[config.mk]
export PLATFORM = sky130hd
export DESIGN_NAME = sdt_startup
export DESIGN_NICKNAME = d
export VERILOG_FILES = /design/src/sdt_pkg.sv /design/src/sdt_startup.sv
export VERILOG_INCLUDE_DIRS = /design/src
export SDC_FILE = /design/constraint.sdc
export NUM_CORES = 1
export LEC_CHECK = 0
export BUFFER_PORTS_ARGS = -buffer_cell sky130_fd_sc_hd__buf_2
export CAP_MARGIN = 20
export CORE_UTILIZATION = 40
export CTS_BUF_LIST = sky130_fd_sc_hd__clkbuf_8
export CTS_CLUSTER_DIAMETER = 100
export DETAILED_ROUTE_END_ITERATION = 16
export PLACE_DENSITY = 0.61
export REMOVE_ABC_BUFFERS = 1
export SLEW_MARGIN = 30
export SYNTH_ARGS = -nofsm -noshare
export SYNTH_HDL_FRONTEND = slang
export SYNTH_SLANG_ARGS = --single-unit
[constraint.sdc]
create_clock -name REF_CLK_I -period 4.6 [get_ports REF_CLK_I]
set_input_delay 0.46 -clock REF_CLK_I [delete_from_list [all_inputs] [get_ports REF_CLK_I]]
set_output_delay 0.46 -clock REF_CLK_I [all_outputs]
set_load 0.05 [all_outputs]
[src/sdt_defines.svh]
`ifndef SDT_DEFINES_SVH
`define SDT_DEFINES_SVH

`define SDT_CLK_KHZ 50000
`define SDT_STRAP_HOLD_US 50
`define SDT_STRAP_HOLD_CYC (`SDT_STRAP_HOLD_US * `SDT_CLK_KHZ / 1000)
`define SDT_STRAP_SAMPLE_CYC 25'h000_0010
`define SDT_FLASH_CS_MS 18
`define SDT_HOST_ACCESS_MS_X10 18
`define SDT_FIRST_FRAME_MS 235
`define SDT_OVERLAY_MS 235
`define SDT_AE_SETTLE_MS 400
`define SDT_PATCH_LOAD_MS 400
`define SDT_RESUME_MS 4
`define SDT_ELAPSED_MAX 25'h1FF_FFFF
`define SDT_RESTART_MAX 18'h3_FFFF
`define SDT_DRIVE_DEFAULT 3'h0

`endif

[src/sdt_pkg.sv]
package sdt_pkg;

    typedef enum logic [2:0] {
        ST_STRAP,
        ST_LOAD,
        ST_WAIT_FRAME,
        ST_RUN,
        ST_RESTART
    } sdt_state_type;

    // decoded from the two strobe straps {frame, line}
    typedef enum logic [1:0] {
        MODE_AUTO = 2'h0,
        MODE_HOST = 2'h1,
        MODE_FLASH = 2'h2,
        MODE_SPARE = 2'h3
    } sdt_mode_type;

    typedef struct packed {
        logic pix_clk;
        logic frame_strobe;
        logic line_strobe;
        logic strobe_oe;
        logic [7:0] data;
        logic data_oe;
        logic flash_cs_n;
        logic host_access_ok;
        logic patch_done;
        logic overlay_on;
        logic ae_settled;
        logic pal;
        logic [2:0] pix_drive;
        logic [2:0] data_drive;
    } sdt_pins_type;

    typedef struct packed {
        sdt_state_type state;
        logic [24:0] elapsed;
        logic [17:0] restart_cnt;
        logic [1:0] sync_fs;
        logic [1:0] sync_ls;
        logic [1:0] sync_std;
        logic [1:0] sync_rst;
        logic restart_prev;
        logic sampled;
        sdt_mode_type mode;
        logic phase;
        logic [9:0] hcnt;
        logic [9:0] vcnt;
        sdt_pins_type pins;
    } sdt_regs_type;

endpackage : sdt_pkg

[src/sdt_startup.sv]
`include "sdt_defines.svh"
`timescale 1ns/1ps
`default_nettype none

module sdt_startup #(
    parameter int FLASH_CS_CYC = `SDT_FLASH_CS_MS * `SDT_CLK_KHZ,
    parameter int HOST_ACCESS_CYC = `SDT_HOST_ACCESS_MS_X10 * `SDT_CLK_KHZ / 10,
    parameter int FIRST_FRAME_CYC = `SDT_FIRST_FRAME_MS * `SDT_CLK_KHZ,
    parameter int OVERLAY_CYC = `SDT_OVERLAY_MS * `SDT_CLK_KHZ,
    parameter int AE_SETTLE_CYC = `SDT_AE_SETTLE_MS * `SDT_CLK_KHZ,
    parameter int PATCH_LOAD_CYC = `SDT_PATCH_LOAD_MS * `SDT_CLK_KHZ,
    parameter int RESUME_CYC = `SDT_RESUME_MS * `SDT_CLK_KHZ,
    parameter int H_ACTIVE = 720,
    parameter int H_TOTAL = 858,
    parameter int V_ACTIVE_NTSC = 480,
    parameter int V_TOTAL_NTSC = 525,
    parameter int V_ACTIVE_PAL = 576,
    parameter int V_TOTAL_PAL = 625
) (
    input wire logic REF_CLK_I,
    input wire logic RST_N_I,
    input wire logic VIDEO_STANDARD_STRAP_I,
    input wire logic FRAME_STROBE_I,
    input wire logic LINE_STROBE_I,
    input wire logic FRAME_RESTART_I,
    input wire logic PIX_CLK_INVERT_I,
    input wire logic [2:0] PIX_CLK_DRIVE_I,
    input wire logic [2:0] DATA_DRIVE_I,
    input wire logic HOST_PATCH_DONE_I,
    input wire logic OVERLAY_ENABLE_I,
    input wire logic [7:0] PIXEL_I,
    output logic PIX_CLK_O,
    output logic [7:0] PIX_DATA_O,
    output logic PIX_DATA_OE_O,
    output logic FRAME_STROBE_O,
    output logic LINE_STROBE_O,
    output logic STROBE_OE_O,
    output logic FLASH_CS_N_O,
    output logic HOST_ACCESS_OK_O,
    output logic PATCH_DONE_O,
    output logic OVERLAY_ON_O,
    output logic AE_SETTLED_O,
    output logic PAL_MODE_O,
    output logic [2:0] PIX_CLK_DRIVE_O,
    output logic [2:0] DATA_DRIVE_O
);

    localparam logic [24:0] FLASH_CS = 25'(FLASH_CS_CYC);
    localparam logic [24:0] HOST_ACCESS = 25'(HOST_ACCESS_CYC);
    localparam logic [24:0] FIRST_FRAME = 25'(FIRST_FRAME_CYC);
    localparam logic [24:0] OVERLAY = 25'(OVERLAY_CYC);
    localparam logic [24:0] AE_SETTLE = 25'(AE_SETTLE_CYC);
    localparam logic [24:0] PATCH_END = 25'(FLASH_CS_CYC + PATCH_LOAD_CYC);
    localparam logic [24:0] STRAP_HOLD = 25'(`SDT_STRAP_HOLD_CYC);
    localparam logic [17:0] RESUME = 18'(RESUME_CYC);
    localparam logic [9:0] H_ACT = 10'(H_ACTIVE);
    localparam logic [9:0] H_LAST = 10'(H_TOTAL - 1);
    localparam logic [9:0] VA_NTSC = 10'(V_ACTIVE_NTSC);
    localparam logic [9:0] VL_NTSC = 10'(V_TOTAL_NTSC - 1);
    localparam logic [9:0] VA_PAL = 10'(V_ACTIVE_PAL);
    localparam logic [9:0] VL_PAL = 10'(V_TOTAL_PAL - 1);

    if (FLASH_CS_CYC + PATCH_LOAD_CYC > 33554431 || AE_SETTLE_CYC > 33554431
        || FIRST_FRAME_CYC > 33554431 || OVERLAY_CYC > 33554431
        || RESUME_CYC > 262143 || RESUME_CYC < 1 || FLASH_CS_CYC < 1
        || H_TOTAL > 1024 || V_TOTAL_PAL > 1024 || V_TOTAL_NTSC > 1024
        || H_ACTIVE >= H_TOTAL || V_ACTIVE_NTSC >= V_TOTAL_NTSC
        || V_ACTIVE_PAL >= V_TOTAL_PAL) begin : g_check
        $error("sdt_startup: parameter out of range");
    end

    sdt_pkg::sdt_regs_type r;
    sdt_pkg::sdt_regs_type next_r;

    logic restart_rise;
    logic [9:0] v_act;
    logic [9:0] v_last;
    logic launch;

    always_comb begin
        next_r = r;
        restart_rise = r.sync_rst[1] & ~r.restart_prev;
        v_act = r.pins.pal ? VA_PAL : VA_NTSC;
        v_last = r.pins.pal ? VL_PAL : VL_NTSC;

        // two-flop synchronisers for the strobe, standard and restart pin inputs
        next_r.sync_fs = {r.sync_fs[0], FRAME_STROBE_I};
        next_r.sync_ls = {r.sync_ls[0], LINE_STROBE_I};
        next_r.sync_std = {r.sync_std[0], VIDEO_STANDARD_STRAP_I};
        next_r.sync_rst = {r.sync_rst[0], FRAME_RESTART_I};
        next_r.restart_prev = r.sync_rst[1];

        if (r.elapsed != `SDT_ELAPSED_MAX) begin
            next_r.elapsed = r.elapsed + 25'h000_0001;
        end

        next_r.pins.pix_drive = PIX_CLK_DRIVE_I;
        next_r.pins.data_drive = DATA_DRIVE_I;

        next_r.phase = ~r.phase;
        next_r.pins.pix_clk = (~r.phase) ^ PIX_CLK_INVERT_I;
        // launch where the default-polarity clock falls
        launch = r.phase;

        if (r.elapsed >= HOST_ACCESS) begin
            next_r.pins.host_access_ok = 1'b1;
        end
        next_r.pins.overlay_on = OVERLAY_ENABLE_I && (r.elapsed >= OVERLAY);
        if (r.elapsed >= AE_SETTLE) begin
            next_r.pins.ae_settled = 1'b1;
        end

        unique case (r.state)
            sdt_pkg::ST_STRAP: begin
                if (!r.sampled && r.elapsed == `SDT_STRAP_SAMPLE_CYC) begin
                    next_r.sampled = 1'b1;
                    next_r.pins.pal = r.sync_std[1];
                    next_r.mode = sdt_pkg::sdt_mode_type'({r.sync_fs[1], r.sync_ls[1]});
                end
                if (r.sampled && r.elapsed >= STRAP_HOLD) begin
                    next_r.pins.strobe_oe = 1'b1;
                    next_r.pins.data_oe = 1'b1;
                    next_r.state = sdt_pkg::ST_LOAD;
                end
            end
            sdt_pkg::ST_LOAD: begin
                // patch load by flash or host; auto and spare modes finish at once
                unique case (r.mode)
                    sdt_pkg::MODE_FLASH: begin
                        if (r.elapsed >= PATCH_END) begin
                            next_r.pins.flash_cs_n = 1'b1;
                            next_r.pins.patch_done = 1'b1;
                        end else if (r.elapsed >= FLASH_CS) begin
                            next_r.pins.flash_cs_n = 1'b0;
                        end
                    end
                    sdt_pkg::MODE_HOST: begin
                        if (HOST_PATCH_DONE_I && r.pins.host_access_ok) begin
                            next_r.pins.patch_done = 1'b1;
                        end
                    end
                    default: begin
                        next_r.pins.patch_done = 1'b1;
                    end
                endcase
                if (r.pins.patch_done) begin
                    next_r.state = sdt_pkg::ST_WAIT_FRAME;
                end
            end
            sdt_pkg::ST_WAIT_FRAME: begin
                if (r.elapsed >= FIRST_FRAME && launch) begin
                    next_r.state = sdt_pkg::ST_RUN;
                    next_r.hcnt = 10'h000;
                    next_r.vcnt = 10'h000;
                end
            end
            sdt_pkg::ST_RUN: begin
                if (restart_rise) begin
                    next_r.state = sdt_pkg::ST_RESTART;
                    next_r.restart_cnt = 18'h0_0000;
                end else if (launch) begin
                    // strobes and data change on launch edge
                    next_r.pins.frame_strobe = (r.vcnt < v_act);
                    next_r.pins.line_strobe = (r.vcnt < v_act) && (r.hcnt < H_ACT);
                    next_r.pins.data = PIXEL_I;
                    if (r.hcnt == H_LAST) begin
                        next_r.hcnt = 10'h000;
                        next_r.vcnt = (r.vcnt >= v_last) ? 10'h000 : r.vcnt + 10'h001;
                    end else begin
                        next_r.hcnt = r.hcnt + 10'h001;
                    end
                end
            end
            sdt_pkg::ST_RESTART: begin
                if (r.restart_cnt != `SDT_RESTART_MAX) begin
                    next_r.restart_cnt = r.restart_cnt + 18'h0_0001;
                end
                // strobes drop on a launch edge only
                if (launch) begin
                    next_r.pins.frame_strobe = 1'b0;
                    next_r.pins.line_strobe = 1'b0;
                end
                if (!r.sync_rst[1] && launch
                    && (r.mode != sdt_pkg::MODE_AUTO || r.restart_cnt >= RESUME)) begin
                    next_r.state = sdt_pkg::ST_RUN;
                    next_r.hcnt = 10'h000;
                    next_r.vcnt = 10'h000;
                end
            end
        endcase
    end

    always_ff @(posedge REF_CLK_I) begin
        if (!RST_N_I) begin
            r <= '0;
            r.state <= sdt_pkg::ST_STRAP;
            r.mode <= sdt_pkg::MODE_AUTO;
            r.pins.flash_cs_n <= 1'b1;
            r.pins.pix_drive <= `SDT_DRIVE_DEFAULT;
            r.pins.data_drive <= `SDT_DRIVE_DEFAULT;
        end else begin
            r <= next_r;
        end
    end

    assign PIX_CLK_O = r.pins.pix_clk;
    assign PIX_DATA_O = r.pins.data;
    assign PIX_DATA_OE_O = r.pins.data_oe;
    assign FRAME_STROBE_O = r.pins.frame_strobe;
    assign LINE_STROBE_O = r.pins.line_strobe;
    assign STROBE_OE_O = r.pins.strobe_oe;
    assign FLASH_CS_N_O = r.pins.flash_cs_n;
    assign HOST_ACCESS_OK_O = r.pins.host_access_ok;
    assign PATCH_DONE_O = r.pins.patch_done;
    assign OVERLAY_ON_O = r.pins.overlay_on;
    assign AE_SETTLED_O = r.pins.ae_settled;
    assign PAL_MODE_O = r.pins.pal;
    assign PIX_CLK_DRIVE_O = r.pins.pix_drive;
    assign DATA_DRIVE_O = r.pins.data_drive;

endmodule : sdt_startup

`default_nettype wire

### Word level (Yosys, flattened, before mapping)

Cells that the tools add are included.

* shift operators: 0
* equality and inequality tests: 22
* $add $sub $neg: 4
* $mul: 0
* $lt $le $gt $ge: 10
* mux-type cells: 28
* bitwise logic cells: 5
* reductions and logical operators: 26
* div/mod/pow operators: 0

Operators by type and width (count)
* $mux 20: 4
* $pmux 20 s3: 1
* $ge 25x25->1 const B: 2
* $mux 10: 4
* $mux 18: 2
* $pmux 18 s2: 1
* $add 25x1->25 const B: 1
* $eq 25x5->1 const B: 1
* $ge 25x12->1 const B: 1
* $ge 25x17->1 const B: 1
* $ge 25x20->1 const B: 1
* $ge 25x24->1 const B: 1
* $ne 25x25->1 const B: 1
* $ne 2x2->1 const B: 12
* $add 10x1->10 const B: 2
* $add 18x1->18 const B: 1
* $ge 18x18->1 const B: 1
* $ne 18x18->1 const B: 1
* $mux 3: 5
* $pmux 3 s5: 1
* $reduce_and 3->1: 4
* $eq 10x10->1 const B: 1
* $ge 10x10->1: 1
* $lt 10x10->1: 1
* other kinds (24): 44

* latch bits: 0
* memory bits (read-only): 0
* input port bits: 23
* memories kept: 0
* RAM bits: 0
* register bits after elaboration: 103

### Longest topological paths before layout

Gate-level depths: netlist of the first run.

* depth after elaboration: 7
* gate-level depth with buffers: 9
* gate-level depth less buffers: 8

### Least setup slack after synthesis of the first run

No wires, ideal clock.

* kind: reg2reg
* start: register r (netlist bit PAL_MODE_O)
* end: register r[26] in the netlist's numbering
* clock period less this slack: 2.672 ns
* library setup time: 0.071 ns
* data arrival time: 2.601 ns
* path buffers: 1
* path slack: 1.928 ns
* data required time: 4.529 ns
* stages on the path, launching flop included: 9
* path through: dfxtp_1 inv_1 ha_1 a2111o_1 a21oi_1 o31ai_1 clkbuf_1 or4b_1 a21oi_1

* cells in the longest elaborated chain, start to end: 7

Ends and longest elaborated chain
* from (decl): RTL line sdt_startup.sv:72 `sdt_pkg::sdt_regs_type r;`
* from (signal assigned): RTL line sdt_startup.sv:202 `r <= next_r;`
* $mux 7: RTL line sdt_startup.sv:84 `v_last = r.pins.pal ? VL_PAL : VL_NTSC;`
* $ge 10x10->1: RTL line sdt_startup.sv:168 `next_r.vcnt = (r.vcnt >= v_last) ? 10'h000 : r.vcnt + 10'h001;`
* $mux 10: RTL line sdt_startup.sv:168
* $mux 10: RTL line sdt_startup.sv:166 `if (r.hcnt == H_LAST) begin`
* $mux 20: RTL line sdt_startup.sv:161 `end else if (launch) begin`
* $mux 20: RTL line sdt_startup.sv:158 `if (restart_rise) begin`
* $pmux 20 s3: RTL line sdt_startup.sv:113 `unique case (r.state)`

Every way passes these cells. The select of a mux whose other input is x is not followed.
A chain may end at the register's enable or synchronous reset.

### Worst setup path after layout of the first run

* start: register r[88] in the netlist's numbering
* end: register r[84] in the netlist's numbering

* cells in the longest elaborated chain, start to end: 1

Ends and longest elaborated chain
* $ne 25x25->1 (no line)

Every way passes these cells.

==> out/qor.txt, run 1 <==
post-cts sizing count: 0
Critical Path End: r[84]$_SDFFE_PN0P_
crit end category: flop
crit path cell chain: nand3_1, nor4_1, nand4_1, nand4_1, xor2_1, nor2_1
DP HPWL: 8.48 mm
die extent in y: 118 um
multi-input logic area: 3000 um^2
Area growth, synth to finish: 7.52%
sequential cell area fraction in the yosys report: 0.383
Synth cell types: 66
CTS tree: built
register bit total from synthesis: 103
run status: complete, no violations
Die Area: 13900 um^2
initial antenna violation count: 0
fmax: 350 MHz
Worst Hold Class: input pin to flop
Slew @ Worst Pin: 0.822 ns
Final Instance Count excl. Fillers: 828
DR vias/cell: 5.50
placed insts: 812
Post-synth top flop: dfxtp_1
largest net degree at the start of global routing: 50
final setup vio count: 0
Clock Latency Late Sink: 0.39 ns
Compound-Gate Fraction of Synth Area: 0.130
Mapped Cells: 643
simple logic cell fraction of the synthesized area: 0.295
# hold bufs at CTS: 0
vias: 4551
Setup Buffers After CTS: 0
Placement Rows: 41
DRC errors left: 0
worst vdd rail ir drop: 0.000166 V
R2R cell count: 6
Tot Pwr: 1.51 mW
vias in the first global route: 4116
Crit path top cell by count: nand4_1
Slowest-stage cell, CP: nor4_1
Final Hold Slack: 0.269 ns
Ant. Diodes: 0
number of DRC markers in iteration 0: 284
Max clock buf depth: 2
Max transition margin: 0.448
CTS root buf: clkbuf_8
layout cells sized above 1: 0.123
crit-path max cell delay: 0.74 ns
Setup crit start: r[88]$_SDFFE_PN0P_
Leak: 2.21 nW
Slew Limit Fails: 0
Max-Cap Viols: 0
DR WL/cell: 14.7 um
Fin. Hold Viols: 0
Period minus WS final: 2.86 ns
most frequent cells in the layout: 103 x dfxtp_1, 89 x nor2_1, 47 x buf_2, 42 x nand2_1, 33 x nand3_1
Syn Area/Cell: 8.36 um^2
Clock Skew: 0.00876 ns
Routed WL: 12.2 mm
DRT antenna net count: 0
chip width: 118 um
Starting Density: 0.418
adder-cell share of the synthesized area: 0.0396
Seq. cell area: 2060 um^2
commonest non-fill, non-tap cell in the layout: dfxtp_1
largest family of logic cells by synthesized area: simple AND/OR/NAND/NOR gates
Setup TNS: 0 ns
mux cell area share after synthesis: 0.0282
GR Overflow Total: 0
Layout fillers: 1272
Final Wtd Congestion: 0.873
YS warnings: 0
final worst slack: 1.74 ns
RSZ-0062 raised after global routing: no
required time of the critical path: 4.88 ns
PD cells: 261 nW/um^2
worst reg2reg path endpoint: r[84]$_SDFFE_PN0P_
EDFF count, synth: 0
CTS buffer count: 9
layout net count: 691
Max H-tree Level: 3
Hold Startpoint: DATA_DRIVE_I[2]
critical path startpoint category: flop
drt pass-1 iters: 4
post-synthesis xor/xnor area fraction: 0.0619
pre-CTS setup slack: 1.77 ns
reg2reg start: r[88]$_SDFFE_PN0P_
GRT Overall Usage: 0.179
Port Buffers: 47
Mapped Area: 5380 um^2
crit-path max FO: 13
global-route wire length before repair: 20.2 mm
final period utilization: 0.621
CP Data Arrival Time: 3.13 ns
Reg clk slew, reported paths: 0.10 ns
core area: 12900 um^2
Post-synth ARST share: 0
Reg2Reg Setup Slack: 1.74 ns
TritonCTS Sinks: 103
IO Pins: 48
Critical Setup Path Class: flop to flop
how the worst min path moves through the flow:
stage | depth (start not counted) | slack [ns] | to
4_1_cts | 2 | 0.25 | DATA_DRIVE_O[2]$_SDFF_PN0_
3_5_place_dp | 1 | 0.43 | r[55]$_SDFF_PN0_
5_1_grt | 2 | 0.25 | DATA_DRIVE_O[2]$_SDFF_PN0_
3_3_place_gp | 1 | 0.42 | r[53]$_SDFF_PN0_
6_report | 2 | 0.27 | DATA_DRIVE_O[2]$_SDFF_PN0_
2_1_floorplan | 1 | 0.41 | next_r[49]$_SDFF_PN0_
logic make-up after synthesis:
logic type | count (synthesis)
adders and majority gates | 17
and+or+nand+nor | 301
buffers and inverters | 70
xor gates and xnor gates | 38
DFF | 103
AOI/OAI and AO/OA | 99
muxes | 15
state kept, by name (all words and copies together) (netlist names), 3 cells and up:
register / count
DATA_DRIVE_O: 3
PIX_CLK_DRIVE_O: 3
PIX_DATA_O: 8
next_r: 5
r: 73
synthesized netlist by cell type (5+ instances only):
cell / count / area share
a21oi_1: 15 / 0.014
a31oi_1: 5 / 0.0058
and2_1: 21 / 0.024
and3_1: 13 / 0.015
buf_4: 15 / 0.021
clkbuf_1: 30 / 0.021
dfxtp_1: 103 / 0.38
ha_1: 17 / 0.040
inv_1: 15 / 0.010
mux2i_1: 14 / 0.026
nand2_1: 42 / 0.029
nand3_1: 33 / 0.031
nand3b_1: 6 / 0.0084
nand4_1: 17 / 0.020
nor2_1: 89 / 0.062
nor2b_1: 6 / 0.0070
nor3_1: 19 / 0.018
nor4_1: 12 / 0.014
o211ai_1: 12 / 0.017
o21ai_0: 11 / 0.010
o21ai_1: 10 / 0.0093
o21bai_1: 5 / 0.0070
o311ai_1: 9 / 0.015
or3_1: 6 / 0.0070
or4_1: 8 / 0.011
xnor2_1: 20 / 0.033
xor2_1: 18 / 0.029
routing by layer:
metal,wire (um),part of all wire,track usage
met5,0,0,0
met4,267,0.022,0.0793
met3,620,0.051,0.0480
met2,5600,0.46,0.281
met1,5680,0.47,0.230
worst max-delay path: cells and delay by family, from the launching register on:
family | cells | cell delay, ns
flip-flops | 1 | 0.58
AND/OR/NAND/NOR | 5 | 1.97
XOR/XNOR | 1 | 0.19
area by class of cell:
type | count | area share
multi-input combinational | 470 | 0.518
sequential | 103 | 0.357
timing repair buffer | 51 | 0.0459
tap | 172 | 0.0372
clock buffer | 10 | 0.0238
inverter | 16 | 0.0104
clock inverter | 6 | 0.00801
power breakdown:
part           leakage, nW  total, mW  internal (mW)  switching (mW)
Clock               0.0885      0.542          0.213           0.329
Combinational         1.29     0.0610         0.0197          0.0413
Sequential           0.834      0.907          0.901         0.00621
metrics by stage:
stage	utilization	cell area [um^2]
after global placement	0.434	5590
after floorplan	-	5110
final	0.449	5780
after detailed placement	0.435	5600
after CTS	0.449	5780
after global routing	0.449	5780
No activity file was read; power rests on OpenSTA's default activity.
==> inputs of run 2 (changes only) <==
- ABC_AREA: default -> 1
- PLACE_DENSITY: 0.61 -> 0.63
- clock period: 4.6 -> 2.49 ns (I/O delays scaled with it)
==> run 2 against run 1 <==
Compared with the run above: setup slack got worse by 1.4 ns; sequential share of layout area fell by 3.8 points; clock skew rose by 0.0087 ns; via count rose by 22%; first-iteration DRC count rose by 81%; utilization fell by 0.48 points; highest routed layer unchanged.
==> out/qor.txt, run 2 <==
Post-synth ARST share: 0
run status: complete, no violations
# hold bufs at CTS: 0
final worst slack: 0.363 ns
Starting Density: 0.411
initial antenna violation count: 0
top-count cell post-synth: nand2_1
largest net degree at the start of global routing: 38
number of DRC markers in iteration 0: 513
Worst Hold Class: input pin to flop
chip width: 124 um
Final Wtd Congestion: 0.951
Post-synth top flop: dfxtp_1
IO Pins: 48
most frequent cells in the layout: 182 x nand2_1, 147 x nor2_1, 103 x dfxtp_1, 99 x inv_1, 58 x nand3_1
DRC errors left: 0
critical path startpoint category: flop
EDFF count, synth: 0
pre-CTS setup slack: 0.386 ns
delay-heaviest family, CP: simple AND/OR/NAND/NOR gates
Seq. cell area: 2060 um^2
Area after DPL: 6280 um^2
PD cells: 584 nW/um^2
TritonCTS Sinks: 103
global-route wire length before repair: 24.6 mm
Fin. Hold Viols: 0
Max H-tree Level: 3
Synth area leader: dfxtp_1
commonest non-fill, non-tap cell in the layout: nand2_1
Die Area: 15500 um^2
Max clock buf depth: 2
largest cells by area after synthesis: dfxtp_1 34%, nand2_1 11%, nor2_1 9.2%
Top reg by flops: r
crit end category: flop
max FFs per register: 73
required time of the critical path: 2.82 ns
Critical Setup Path Class: flop to flop
placed insts: 1094
Routed WL: 14.4 mm
Max transition margin: 0.668
fmax: 470 MHz
area share of the largest cell type after synthesis: 0.344
Crit path top cell by count: nand2_1
Setup crit start: PAL_MODE_O$_SDFFE_PN0P_
GRT Overall Usage: 0.193
Clock Skew: 0.0175 ns
core area: 14600 um^2
Max-Cap Viols: 0
crit-path max cell delay: 0.43 ns
DRT antenna net count: 0
DR vias/cell: 5.01
Post-synth top cells: 182 x nand2_1, 147 x nor2_1, 103 x dfxtp_1
reg2reg start: PAL_MODE_O$_SDFFE_PN0P_
CTS root buf: clkbuf_8
Leak: 2.87 nW
Synth cell types: 48
RSZ-0062 raised after global routing: no
sequential cell area fraction in the yosys report: 0.344
Syn Area/Cell: 6.71 um^2
Slew Limit Fails: 0
multi-input logic area: 3240 um^2
Hold Startpoint: DATA_DRIVE_I[0]
vias in the first global route: 5093
Setup Buffers After CTS: 0
Area growth, synth to finish: 8.19%
Placement Rows: 44
DP HPWL: 10.6 mm
Mapped Cells: 893
Port Buffers: 47
Mapped Area: 5990 um^2
YS warnings: 0
Reg clk slew, reported paths: 0.10 ns
layout cells sized above 1: 0.126
CTS tree: built
Slew @ Worst Pin: 0.494 ns
vias: 5556
crit-path max FO: 10
Slowest-stage cell, CP: dfxtp_1
CP Data Arrival Time: 2.46 ns
layout net count: 961
GR Overflow Total: 0
Setup TNS: 0 ns
Final Instance Count excl. Fillers: 1110
WP buf/inv: 2
post-cts sizing count: 0
CTS buffer count: 9
Clock Latency Late Sink: 0.40 ns
fin area: 6480 um^2
register bit total from synthesis: 103
final setup vio count: 0
worst vdd rail ir drop: 0.000396 V
DR WL/cell: 13.0 um
Period minus WS final: 2.13 ns
final period utilization: 0.854
drt pass-1 iters: 5
die extent in y: 124 um
Ant. Diodes: 0
crit path cell chain: inv_1, ha_1, inv_1, a21oi_1, nand2_1, nand2_1, nand4_1, nor3b_1, nand2_1, nand2_1
Layout fillers: 1495
[run 2: cell type report]
class / count / area share
tap: 184 / 0.0355
multi-input combinational: 634 / 0.500
sequential: 103 / 0.318
clock inverter: 6 / 0.0104
timing repair buffer: 56 / 0.0467
clock buffer: 10 / 0.0212
inverter: 117 / 0.0678
[run 2: power breakdown]
group | switching (mW) | total (mW) | internal [mW] | leakage [nW]
registers | 0.110 | 1.86 | 1.75 | 0.836
logic | 0.540 | 0.800 | 0.261 | 1.94
clock network | 0.627 | 1.12 | 0.498 | 0.0993
total | 1.28 | 3.78 | 2.51 | 2.87
[run 2: worst paths after layout]
path,end,slack [ns],cells past startpoint
max,r[32]$_SDFFE_PN0P_,0.36,10
min reg2reg,r[57]$_SDFF_PN0_,0.41,2
max reg2reg,r[32]$_SDFFE_PN0P_,0.36,10
min,DATA_DRIVE_O[0]$_SDFF_PN0_,0.04,3
[run 2: kinds of logic after synthesis]
family | after synthesis | share of synthesized area
buffers and inverters | 156 | 0.115
adder cells (fa/ha/maj) | 17 | 0.0355
flip-flops | 103 | 0.344
XOR/XNOR | 30 | 0.0439
AND/OR/NAND/NOR | 486 | 0.366
AO/OA/AOI/OAI | 101 | 0.0954
[run 2: per-stage QoR]
stage,utilization,power [mW],hold slack (ns)
finish,0.444,3.78,0.0371
global route,0.444,4.02,0.0193
CTS,0.444,3.82,0.0173
detailed placement,0.430,2.70,0.401
global placement,0.430,2.69,0.396
floorplan,-,2.48,0.342
[run 2: worst register-to-register path: stages (launching register included)]
cell     delay, ns
dfxtp_1       0.43
inv_1         0.18
ha_1          0.34
inv_1         0.04
a21oi_1       0.12
nand2_1       0.08
nand2_1       0.06
nand4_1       0.35
nor3b_1       0.35
nand2_1       0.08
nand2_1       0.05
[run 2: metal layers]
layer | GRT usage | vias up | wire, um
met5 | 0 | - | 0
li1 | - | 2919 | -
met2 | 0.284 | 149 | 6030
met4 | 0.0680 | 0 | 175
met1 | 0.280 | 2475 | 7450
met3 | 0.0361 | 13 | 748
==> inputs of run 3 (changes only) <==
- MAX_ROUTING_LAYER: default -> met4
==> run 3 against run 2 <==
Compared with the run above: first-iteration DRC count fell by 16%; clock skew fell by 0.0073 ns; combinational power barely moved; setup slack improved by 0.026 ns; final area did not move; routed wire length rose by 0.22%; hold slack improved by 0.0072 ns; count of clock-buffer cells in the layout fell by 1; sequential cell count did not move; global-route usage rose by 0.38 points; total power fell by 1.2%; highest routed layer unchanged.
==> out/qor.txt, run 3 (same netlist as run 2, synthesis figures left out) <==
crit path cell chain: inv_1, ha_1, inv_1, a21oi_1, nand2_1, nand2_1, nand4_1, nor3b_1, nand2_1, nand2_1
Layout fillers: 1514
DRC errors left: 0
initial antenna violation count: 0
Crit path top cell by count: nand2_1
placed insts: 1095
die extent in y: 124 um
commonest non-fill, non-tap cell in the layout: nand2_1
part of the power in registers: 0.497
Slew @ Worst Pin: 0.498 ns
Slew Limit Fails: 0
vias in the first global route: 5072
worst vdd rail ir drop: 0.000312 V
Clock Skew: 0.0101 ns
layout net count: 962
Die Area: 15500 um^2
core area: 14600 um^2
number of DRC markers in iteration 0: 431
Max-Cap Viols: 0
delay-heaviest family, CP: simple AND/OR/NAND/NOR gates
Logic pwr share: 0.214
Routed WL: 14.4 mm
vias: 5542
Leak: 2.87 nW
DR WL/cell: 13.0 um
TritonCTS Sinks: 103
Reg clk slew, reported paths: 0.10 ns
RSZ-0062 raised after global routing: no
final setup vio count: 0
fin area: 6480 um^2
Max clock buf depth: 2
Switching Power: 1.26 mW
Top reg by flops: r
crit end category: flop
CTS tree: built
Setup TNS: 0 ns
Max transition margin: 0.665
Area after DPL: 6280 um^2
required time of the critical path: 2.82 ns
crit-path max FO: 10
IO Pins: 48
max FFs per register: 73
WP buf/inv: 2
PD cells: 577 nW/um^2
DR vias/cell: 4.99
switching share of power: 0.338
Setup Buffers After CTS: 0
Critical Setup Path Class: flop to flop
post-cts sizing count: 0
Final Wtd Congestion: 0.986
Starting Density: 0.411
clock network fraction of total power: 0.289
Max H-tree Level: 3
drt pass-1 iters: 6
critical path startpoint category: flop
Port Buffers: 47
Hold Startpoint: DATA_DRIVE_I[0]
chip width: 124 um
Final Hold Slack: 0.0443 ns
Clock Latency Late Sink: 0.38 ns
DRT antenna net count: 0
Placement Rows: 44
CTS root buf: clkbuf_8
layout cells sized above 1: 0.126
GR Overflow Total: 0
CP Data Arrival Time: 2.43 ns
run status: complete, no violations
CTS buffer count: 9
Int Pwr: 2.48 mW
Setup crit start: PAL_MODE_O$_SDFFE_PN0P_
DP HPWL: 10.7 mm
GRT Overall Usage: 0.197
reg2reg start: PAL_MODE_O$_SDFFE_PN0P_
crit-path max cell delay: 0.43 ns
# hold bufs at CTS: 0
Worst Hold Class: input pin to flop
largest net degree at the start of global routing: 37
Slowest-stage cell, CP: dfxtp_1
Period minus WS final: 2.10 ns
final period utilization: 0.844
Area growth, synth to finish: 8.19%
most frequent cells in the layout: 182 x nand2_1, 147 x nor2_1, 103 x dfxtp_1, 100 x inv_1, 58 x nand3_1
Ant. Diodes: 0
global-route wire length before repair: 24.3 mm
fmax: 476 MHz
Reg2Reg Setup Slack: 0.39 ns
Final Instance Count excl. Fillers: 1111
Fin. Hold Viols: 0
[run 3: worst reg2reg max path, stage by stage, from the launching register on]
cell	delay, ns
dfxtp_1	0.43
inv_1	0.18
ha_1	0.34
inv_1	0.04
a21oi_1	0.12
nand2_1	0.07
nand2_1	0.06
nand4_1	0.35
nor3b_1	0.33
nand2_1	0.08
nand2_1	0.05
[run 3: metal layers]
layer  global-route usage  part of all wire
met5                    -                 0
met4               0.0737             0.018
met3               0.0275             0.045
met2                0.280              0.41
met1                0.281              0.53
[run 3: worst paths after layout]
| path | to | cells past startpoint |
|---|---|---|
| setup / recovery | r[32]$_SDFFE_PN0P_ | 10 |
| hold / removal | DATA_DRIVE_O[0]$_SDFF_PN0_ | 3 |
| setup reg to reg | r[32]$_SDFFE_PN0P_ | 10 |
| hold reg to reg | next_r[49]$_SDFF_PN0_ | 2 |
[run 3: stage by stage]
step	worst slack, ns	utilization	power, mW
finish	0.390	0.444	3.74
detailed placement	0.379	0.431	2.69
CTS	0.347	0.444	3.78
global placement	0.360	0.431	2.69
floorplan	0.305	-	2.48
global route	0.172	0.444	3.98
[run 3: cell type report]
cell class	count	area [um^2]	area share
clock buffers	9	124	0.0191
clock inverters	7	73.8	0.0114
inverters	117	439	0.0678
multi-input cells	634	3240	0.500
flip-flops and latches	103	2060	0.318
well taps	184	230	0.0355
repair buffers	57	310	0.0479
[run 3: power groups by stage]
stage	clock network, mW	logic [mW]	registers (mW)
finish	1.08	0.800	1.86
global route	1.19	0.909	1.88
CTS	1.12	0.806	1.86
detailed placement	0	0.798	1.90
global placement	0	0.796	1.89
floorplan	0	0.543	1.93
